==> src/design/csi_pkg.sv <==
package csi_pkg;
   // register addresses (16-bit memory-mapped space)
   localparam logic [15:0] AFM_ADDR  = 16'hFF70;
   localparam logic [15:0] CMC_ADDR  = 16'hFF72;
   localparam logic [15:0] TXS_ADDR  = 16'hFF71;
   localparam logic [15:0] BSS_ADDR  = 16'hFF73;
   localparam logic [15:0] RXB_ADDR  = 16'hFF74;
   // reset values
   localparam logic [7:0]  AFM_RST   = 8'h00;
   localparam logic [7:0]  BSS_RST   = 8'h00;
   localparam logic [7:0]  CMC_RST   = 8'h00;
   // field positions
   localparam int TXE_BIT  = 7;
   localparam int RXE_BIT  = 6;
   localparam int PARH_BIT = 5;
   localparam int PARL_BIT = 4;
   localparam int CL_BIT   = 3;
   localparam int SL_BIT   = 2;
   localparam int CSIE_BIT = 7;
   localparam int DIR_BIT  = 2;
   localparam int CSCK_BIT = 1;
   localparam logic [7:0] AFM_MASK = 8'hFC;
   localparam logic [7:0] CMC_MASK = 8'h86;
   localparam logic [7:0] BSS_MASK = 8'h0F;
   localparam logic [3:0] BSS_MAX  = 4'h7;
   localparam logic [3:0] XFER_BITS = 4'h8;
   localparam int FIFO_DEPTH = 32;
   localparam int DATA_W     = 8;

   typedef struct packed {
      logic       wr;
      logic       rd;
      logic [15:0] addr;
      logic [7:0] wdata;
   } bus_req_t;

   typedef struct packed {
      logic sckOut;
      logic sckOe;
      logic serOut;
   } pin_out_t;
endpackage : csi_pkg

==> src/design/three_wire_serial_port.sv <==
module three_wire_serial_port (
   input  wire logic                mclk,
   input  wire logic                srst,
   input  wire csi_pkg::bus_req_t   busReq,
   output      logic [7:0]          rdData,
   input  wire logic                shiftClockPinIn,
   output      logic                shiftClockPinOut,
   output      logic                shiftClockPinOe,
   output      logic                serialOutPin,
   input  wire logic                serialInPin,
   output      logic                clockedXferDoneIrq,
   output      logic                rxValid,
   output      logic [7:0]          rxData,
   input  wire logic                rxReady,
   output      logic                txReady,
   output      logic                frameParityOdd,
   output      logic [3:0]          frameCharBits,
   output      logic [1:0]          frameStopBits,
   output      logic                frameRxSampling
);
   typedef enum logic [1:0] {
      IDLE = 2'b01,
      XFER = 2'b10
   } state_t;

   state_t     state_ff, nxt_state;
   logic [7:0] asyncFrameMode_ff;
   logic [7:0] baudSourceSel_ff;
   logic [7:0] clockedModeCtrl_ff;
   logic [7:0] transmitShift_ff;
   logic [7:0] receiveShift_ff;
   logic [7:0] receiveBuffer_ff;
   logic [3:0] bitCnt_ff;
   logic [8:0] divCnt_ff;
   logic       intSck_ff;
   logic       extSckPrev_ff;
   logic       serOutLatch_ff;
   logic       doneIrq_ff;
   logic       rxBitHold_ff;

   function automatic logic [7:0] shiftIn(input logic [7:0] v, input logic b,
                                          input logic lsbFirst);
      shiftIn = lsbFirst ? {b, v[7:1]} : {v[6:0], b};
   endfunction

   // decode
   wire        wrAfm    = busReq.wr && (busReq.addr == csi_pkg::AFM_ADDR);
   wire        wrBss    = busReq.wr && (busReq.addr == csi_pkg::BSS_ADDR);
   wire        wrCmc    = busReq.wr && (busReq.addr == csi_pkg::CMC_ADDR);
   wire        wrTxs    = busReq.wr && (busReq.addr == csi_pkg::TXS_ADDR);
   wire        csiEn    = clockedModeCtrl_ff[csi_pkg::CSIE_BIT];
   wire        lsbFirst = clockedModeCtrl_ff[csi_pkg::DIR_BIT];
   wire        intClk   = clockedModeCtrl_ff[csi_pkg::CSCK_BIT];
   wire [3:0]  srcSel   = baudSourceSel_ff[3:0];
   // n = srcSel+1; half period of shift clock = 2^n system clocks
   wire [8:0]  halfPer  = 9'h001 << (srcSel + 4'h1);
   wire        divWrap  = (divCnt_ff == halfPer - 9'h001);
   // selector only matters for internal clock
   wire        intFall  = intClk && (state_ff == XFER) && divWrap && intSck_ff;
   wire        intRise  = intClk && (state_ff == XFER) && divWrap && !intSck_ff;
   wire        extFall  = !intClk && extSckPrev_ff && !shiftClockPinIn;
   wire        extRise  = !intClk && !extSckPrev_ff && shiftClockPinIn;
   wire        sckFall  = (state_ff == XFER) && (intFall || extFall);
   wire        sckRise  = (state_ff == XFER) && (intRise || extRise);
   wire        sckIdleHi = intClk ? 1'b1 : shiftClockPinIn;
   // enable must already be set when data is written
   wire        startXfer = wrTxs && csiEn && (state_ff == IDLE) && sckIdleHi;
   wire        lastBit   = sckRise && (bitCnt_ff == csi_pkg::XFER_BITS - 4'h1);
   wire        fifoInReady;

   always_comb begin
      nxt_state = state_ff;
      unique case (state_ff)
         IDLE: if (startXfer) nxt_state = XFER;
         XFER: if (lastBit) nxt_state = IDLE;
         default: nxt_state = IDLE;
      endcase
   end

   // prohibited codes are not stored
   wire        bssOk    = (busReq.wdata[3:0] <= csi_pkg::BSS_MAX);

   always_ff @(posedge mclk) begin
      if (srst) begin
         asyncFrameMode_ff <= csi_pkg::AFM_RST;
      end else if (wrAfm) begin
         asyncFrameMode_ff <= busReq.wdata & csi_pkg::AFM_MASK;
      end
   end

   always_ff @(posedge mclk) begin
      if (srst) begin
         baudSourceSel_ff <= csi_pkg::BSS_RST;
      end else if (wrBss && bssOk) begin
         baudSourceSel_ff <= busReq.wdata & csi_pkg::BSS_MASK;
      end
   end

   always_ff @(posedge mclk) begin
      if (srst) begin
         clockedModeCtrl_ff <= csi_pkg::CMC_RST;
      end else if (wrCmc) begin
         clockedModeCtrl_ff <= busReq.wdata & csi_pkg::CMC_MASK;
      end
   end

   always_ff @(posedge mclk) begin
      if (srst) begin
         state_ff      <= IDLE;
         divCnt_ff     <= '0;
         intSck_ff     <= 1'b1;
         extSckPrev_ff <= 1'b1;
      end else begin
         state_ff      <= nxt_state;
         extSckPrev_ff <= shiftClockPinIn;
         if (state_ff != XFER || divWrap) divCnt_ff <= '0;
         else divCnt_ff <= divCnt_ff + 9'h001;
         if (state_ff != XFER) intSck_ff <= 1'b1;
         else if (divWrap && intClk) intSck_ff <= !intSck_ff;
      end
   end

   always_ff @(posedge mclk) begin
      if (srst) begin
         transmitShift_ff <= '0;
         receiveShift_ff  <= '0;
         receiveBuffer_ff <= '0;
         bitCnt_ff        <= '0;
         serOutLatch_ff   <= 1'b1;
         rxBitHold_ff     <= 1'b0;
         doneIrq_ff       <= 1'b0;
      end else begin
         doneIrq_ff <= lastBit;
         if (startXfer) begin
            transmitShift_ff <= busReq.wdata;
            bitCnt_ff        <= '0;
            serOutLatch_ff   <= lsbFirst ? busReq.wdata[0] : busReq.wdata[7];
         end else if (sckFall && bitCnt_ff != '0) begin
            // advance shifters, next bit into output latch
            transmitShift_ff <= lsbFirst ? {1'b0, transmitShift_ff[7:1]}
                                         : {transmitShift_ff[6:0], 1'b0};
            serOutLatch_ff   <= lsbFirst ? transmitShift_ff[1] : transmitShift_ff[6];
            receiveShift_ff  <= shiftIn(receiveShift_ff, rxBitHold_ff, lsbFirst);
         end
         if (sckRise) begin
            rxBitHold_ff <= serialInPin;
            bitCnt_ff    <= bitCnt_ff + 4'h1;
         end
         if (lastBit) receiveBuffer_ff <= shiftIn(receiveShift_ff, serialInPin, lsbFirst);
      end
   end

   // completed receive words also queue into the stream FIFO when not full; a word completing on a full FIFO is dropped
   sync_fifo #(.WIDTH(csi_pkg::DATA_W), .DEPTH(csi_pkg::FIFO_DEPTH)) rxFifo (
      .mclk     (mclk),
      .srst     (srst),
      .inData   (receiveBuffer_ff),
      .inValid  (doneIrq_ff),
      .inReady  (fifoInReady),
      .outData  (rxData),
      .outValid (rxValid),
      .outReady (rxReady)
   );
   // txReady only while queue has room, enabled and idle; startXfer ignores queue room
   assign txReady = fifoInReady && csiEn && (state_ff == IDLE);

   // read selection
   wire        rdAfm    = (busReq.addr == csi_pkg::AFM_ADDR);
   wire        rdBss    = (busReq.addr == csi_pkg::BSS_ADDR);
   wire        rdCmc    = (busReq.addr == csi_pkg::CMC_ADDR);
   wire        rdTxs    = (busReq.addr == csi_pkg::TXS_ADDR);
   wire        rdRxb    = (busReq.addr == csi_pkg::RXB_ADDR);
   assign rdData = rdAfm ? asyncFrameMode_ff :
                   rdBss ? baudSourceSel_ff :
                   rdCmc ? clockedModeCtrl_ff :
                   rdTxs ? transmitShift_ff :
                   rdRxb ? receiveBuffer_ff : 8'h00;

   assign shiftClockPinOut   = intSck_ff;
   assign shiftClockPinOe    = intClk && csiEn;
   assign serialOutPin       = serOutLatch_ff;
   assign clockedXferDoneIrq = doneIrq_ff;
   // frame mode decode for the asynchronous path
   assign frameParityOdd  = asyncFrameMode_ff[csi_pkg::PARH_BIT] &&
                            !asyncFrameMode_ff[csi_pkg::PARL_BIT];
   assign frameCharBits   = asyncFrameMode_ff[csi_pkg::CL_BIT] ? 4'h8 : 4'h7;
   assign frameStopBits   = asyncFrameMode_ff[csi_pkg::SL_BIT] ? 2'h2 : 2'h1;
   assign frameRxSampling = asyncFrameMode_ff[csi_pkg::RXE_BIT];

   // edge and cycle counters for checks that span many clocks
   logic [3:0] riseSeen_ff;
   logic [3:0] fallSeen_ff;
   logic [8:0] lowRun_ff;
   logic [8:0] highRun_ff;

   always_ff @(posedge mclk) begin
      if (srst || startXfer) begin
         riseSeen_ff <= '0;
         fallSeen_ff <= '0;
      end else begin
         if (sckRise) riseSeen_ff <= riseSeen_ff + 4'h1;
         if (sckFall) fallSeen_ff <= fallSeen_ff + 4'h1;
      end
   end

   always_ff @(posedge mclk) begin
      if (srst || intSck_ff) begin
         lowRun_ff <= '0;
      end else begin
         lowRun_ff <= lowRun_ff + 9'h001;
      end
   end

   always_ff @(posedge mclk) begin
      if (srst || !intSck_ff || state_ff != XFER) begin
         highRun_ff <= '0;
      end else begin
         highRun_ff <= highRun_ff + 9'h001;
      end
   end
endmodule // three_wire_serial_port

==> src/design/sync_fifo.sv <==
module sync_fifo #(
   parameter int WIDTH = 8,
   parameter int DEPTH = 32
) (
   input  wire logic             mclk,
   input  wire logic             srst,
   input  wire logic [WIDTH-1:0] inData,
   input  wire logic             inValid,
   output      logic             inReady,
   output      logic [WIDTH-1:0] outData,
   output      logic             outValid,
   input  wire logic             outReady
);
   localparam int AW = $clog2(DEPTH);
   logic [WIDTH-1:0] mem [DEPTH];
   logic [AW-1:0]    wrPtr_ff;
   logic [AW-1:0]    rdPtr_ff;
   logic [AW:0]      count_ff;
   wire              push = inValid && inReady;
   wire              pop  = outValid && outReady;

   assign inReady  = (count_ff != (AW+1)'(DEPTH));
   assign outValid = (count_ff != '0);
   assign outData  = mem[rdPtr_ff];

   always_ff @(posedge mclk) begin
      if (push) begin
         mem[wrPtr_ff] <= inData;
      end
   end

   always_ff @(posedge mclk) begin
      if (srst) begin
         wrPtr_ff <= '0;
         rdPtr_ff <= '0;
         count_ff <= '0;
      end else begin
         if (push) wrPtr_ff <= wrPtr_ff + 1'b1;
         if (pop)  rdPtr_ff <= rdPtr_ff + 1'b1;
         count_ff <= count_ff + {{AW{1'b0}}, push} - {{AW{1'b0}}, pop};
      end
   end
endmodule // sync_fifo

==> config.mk <==
export PLATFORM = sky130hd
export DESIGN_NAME = three_wire_serial_port
export DESIGN_NICKNAME = d
export VERILOG_FILES = /design/src/design/csi_pkg.sv /design/src/design/three_wire_serial_port.sv /design/src/design/sync_fifo.sv
export SDC_FILE = /design/constraint.sdc
export NUM_CORES = 1
export LEC_CHECK = 0
export ABC_AREA = 1
export BUFFER_PORTS_ARGS = -buffer_cell sky130_fd_sc_hd__buf_2
export CORE_ASPECT_RATIO = 1.25
export CORE_MARGIN = 5
export CORE_UTILIZATION = 50
export CTS_CLUSTER_SIZE = 28
export DETAILED_ROUTE_END_ITERATION = 7
export PLACE_DENSITY = 0.71
export SLEW_MARGIN = 30
export SYNTH_ARGS = -nofsm -noshare
export SYNTH_HDL_FRONTEND = slang
export SYNTH_SLANG_ARGS = --single-unit
==> constraint.sdc <==
create_clock -name mclk -period 2.5 [get_ports mclk]
set_clock_uncertainty 0.1 [all_clocks]
set_input_delay 0.25 -clock mclk [delete_from_list [all_inputs] [get_ports mclk]]
set_output_delay 0.25 -clock mclk [all_outputs]
set_load 0.02 [all_outputs]
==> impl_metrics.env <==
export IMPL_clock_latency_ns=0.55
export IMPL_dieArea_sq_mm=0.0322
export IMPL_vias=11307
export IMPL_antenna_found_initial=0
export IMPL_antenna_left=0
export IMPL_syn_inst=1373
export IMPL_start_util=0.504
export IMPL_synth_ff_type="edfxtp_1"
export IMPL_grt_ovfl_total=0
export IMPL_fin_crit_ns=2.71
export IMPL_dp_final_hpwl_mm=22.2
export IMPL_period_share=1.08
export IMPL_final_cell_mix="256 x edfxtp_1, 230 x nor2_1, 145 x nand2_1"
export IMPL_netlist_area_sq_mm=0.0143
export IMPL_tritoncts="built"
export IMPL_slew_headroom=0.437
export IMPL_ys_seq_elements=334
export IMPL_grt_pass1_wl_mm=56.7
export IMPL_viasPerCell=5.87
export IMPL_cts_sinks=334
export IMPL_ys_async_sr_fraction=0
export IMPL_grt_pass1_vias=10565
export IMPL_drc=0
export IMPL_hold_depth=4
export IMPL_status="finished with violations"
export IMPL_first_pass_iters=8
export IMPL_synth_fp_nets=1423
export IMPL_antenna_cells=0
export IMPL_coreArea_sq_mm=0.0284
export IMPL_synth_enable_flop_cells=256
export IMPL_clk_path_buf_depth=3
export IMPL_rows=69
export IMPL_critical_path_class="reg2out"
export IMPL_numPortBuffers=59
export IMPL_arrival_ns=2.36
export IMPL_grt_max_degree=37
export IMPL_instances_no_fill=1927
export IMPL_p_leak_nw=6.77
export IMPL_rsz0062_at_grt="true"
export IMPL_final_common_cell="edfxtp_1"
export IMPL_maxSlewViolCount=0
export IMPL_dp_cells=1795
export IMPL_synth_top_cell_area_share=0.537
export IMPL_fin_nets=1598
export IMPL_ir_worst_vdd_uv=528
export IMPL_crit_required_ns=2.15
export IMPL_drive_above_1_share=0.258
export IMPL_dr_first_iter_drc_count=983
export IMPL_setup_viol=8
export IMPL_ys_seq_area_frac=0.646
export IMPL_worst_pin_slew_ns=0.844
export IMPL_root_buffer="clkbuf_16"
export IMPL_fmax_ghz=0.369
export IMPL_violations="setup timing"
export IMPL_setup_slack_ns=-0.210
export IMPL_crit_fanout=14
export IMPL_routedWlPerCell_microns=20.7
export IMPL_htreeDepth=1
export IMPL_grt_usage=0.222
export IMPL_synthTopCellsByArea="edfxtp_1 54%, dfxtp_1 11%, nor2_1 6.4%"
export IMPL_start_kind="flip-flop"
export IMPL_ys_types=44
export IMPL_synth_area_leader_cell="edfxtp_1"
export IMPL_gp_congestion=0.876
export IMPL_die_w_microns=161
export IMPL_path_clk_slew_ns=0.07
export IMPL_min_path_type="in2reg"
export IMPL_io_pins=61
export IMPL_dp_slack_ns=-0.0820
export IMPL_wirelength_mm=39.9
export IMPL_postSynthAreaPerCell_sq_um=10.4
export IMPL_reg2reg_slack_ns=0.03
export IMPL_total_power_mw=14.3
export IMPL_hold_slack_ns=0.0343
export IMPL_cts_buffers=31
export IMPL_finalHoldViolCount=0
export IMPL_die_h_microns=199
export IMPL_power_density_mw_per_mm2=779
export IMPL_ys_warn_count=0
export IMPL_cap_violations=0
export IMPL_reg2regPathDepth=20
export IMPL_end_kind="output port"
export IMPL_area_growth_syn_to_layout_pct=28.1
==> Yosys cell counts (4+ instances only) <==
| library cell | instances |
|---|---|
| xor2_1 | 4 |
| clkbuf_1 | 66 |
| nand2_2 | 4 |
| o221ai_1 | 52 |
| inv_1 | 105 |
| o21ai_1 | 8 |
| nand3_1 | 72 |
| ha_1 | 18 |
| a32oi_1 | 7 |
| a211oi_1 | 11 |
| nand2_1 | 154 |
| a21oi_1 | 39 |
| o22ai_1 | 16 |
| o21ai_0 | 174 |
| inv_2 | 5 |
| nor3b_1 | 5 |
| buf_4 | 4 |
| nand4_1 | 5 |
| dfxtp_1 | 78 |
| edfxtp_1 | 256 |
| nor2_1 | 243 |
| a31oi_1 | 8 |
| nor3_1 | 8 |
==> routing by layer <==
| layer | vias to the layer above | wire length, microns | global-route usage |
|---|---|---|---|
| met5 | - | 0 | 0 |
| met4 | 0 | 1570 | 0.0749 |
| met3 | 108 | 2990 | 0.0266 |
| met2 | 550 | 20500 | 0.405 |
| met1 | 5420 | 14800 | 0.274 |
| li1 | 5229 | - | - |
==> worst max-delay path, stage by stage, from the launching register on <==
cell and delay, ns:
dfxtp_4 0.44, buf_4 0.16, buf_16 0.16, o21ai_0 0.12, o221ai_1 0.33, nand3_2 0.20
a32oi_2 0.23, buf_4 0.18
==> cells by family (layout without fill, tap and decap cells) <==
kind of cell    count (synthesis)  after routing  synth area share
compound gates                321            321             0.133
xor+xnor                        5              5           0.00306
fa+ha+maj                      19             19            0.0171
buf+inv                       184            377            0.0504
flops                         334            334             0.646
simple gates                  510            516             0.151
==> sequential cells by signal, indices dropped and copies added (netlist names), 3 cells and up, named ones only <==
register / flops
transmitShift_ff: 8
receiveShift_ff: 8
asyncFrameMode_ff: 6
rxFifo.wrPtr_ff: 5
bitCnt_ff: 4
rxFifo.mem: 256
receiveBuffer_ff: 8
clockedModeCtrl_ff: 3
rxFifo.rdPtr_ff: 5
rxFifo.count_ff: 6
divCnt_ff: 9
baudSourceSel_ff: 4
==> power breakdown <==
group / switching, mW / leakage (nW) / internal [mW]
sequential: 0.0608 / 3.01 / 5.96
clock: 2.06 / 0.506 / 2.70
combinational: 1.92 / 3.26 / 1.58
==> through the flow <==
stage	utilization	area, sq um	TNS, ns
global placement	0.545	15500	-0.00642
floorplan	-	14300	0
global route	0.646	18400	-3.52
finish	0.646	18400	-1.24
CTS	0.598	17000	-1.33
detailed placement	0.545	15500	-0.872
==> final timing paths <==
path / from / endpoint
worst max register to register: baudSourceSel_ff[1] / state_ff[1]
worst min-delay path: busReq[25] / clockedModeCtrl_ff[7]
worst max-delay path: flip-flop / rxData[0]
worst min register to register: receiveShift_ff[0] / receiveShift_ff[0]
==> area by class of cell <==
cell class	count	area, sq um
clock buffers	41	885
clock inverters	16	151
fillers	2021	10100
inverters	111	468
multi-input cells	861	5000
flip-flops and latches	334	9270
well taps	355	444
repair buffers	208	2120
repair inverters	1	11.3
==> timing repair <==
| item | CTS | global route |
|---|---|---|
| hold buffers | 10 | 0 |
| cloned | 7 | 21 |
| setup buffers | 5 | 32 |
| gates resized for setup | 51 | 209 |
| setup endpoints to repair | 31 | 46 |
| pin swaps | 11 | 89 |
| endpoints found under the hold margin | 20 | 0 |
Power figures use the tool's default switching activity.
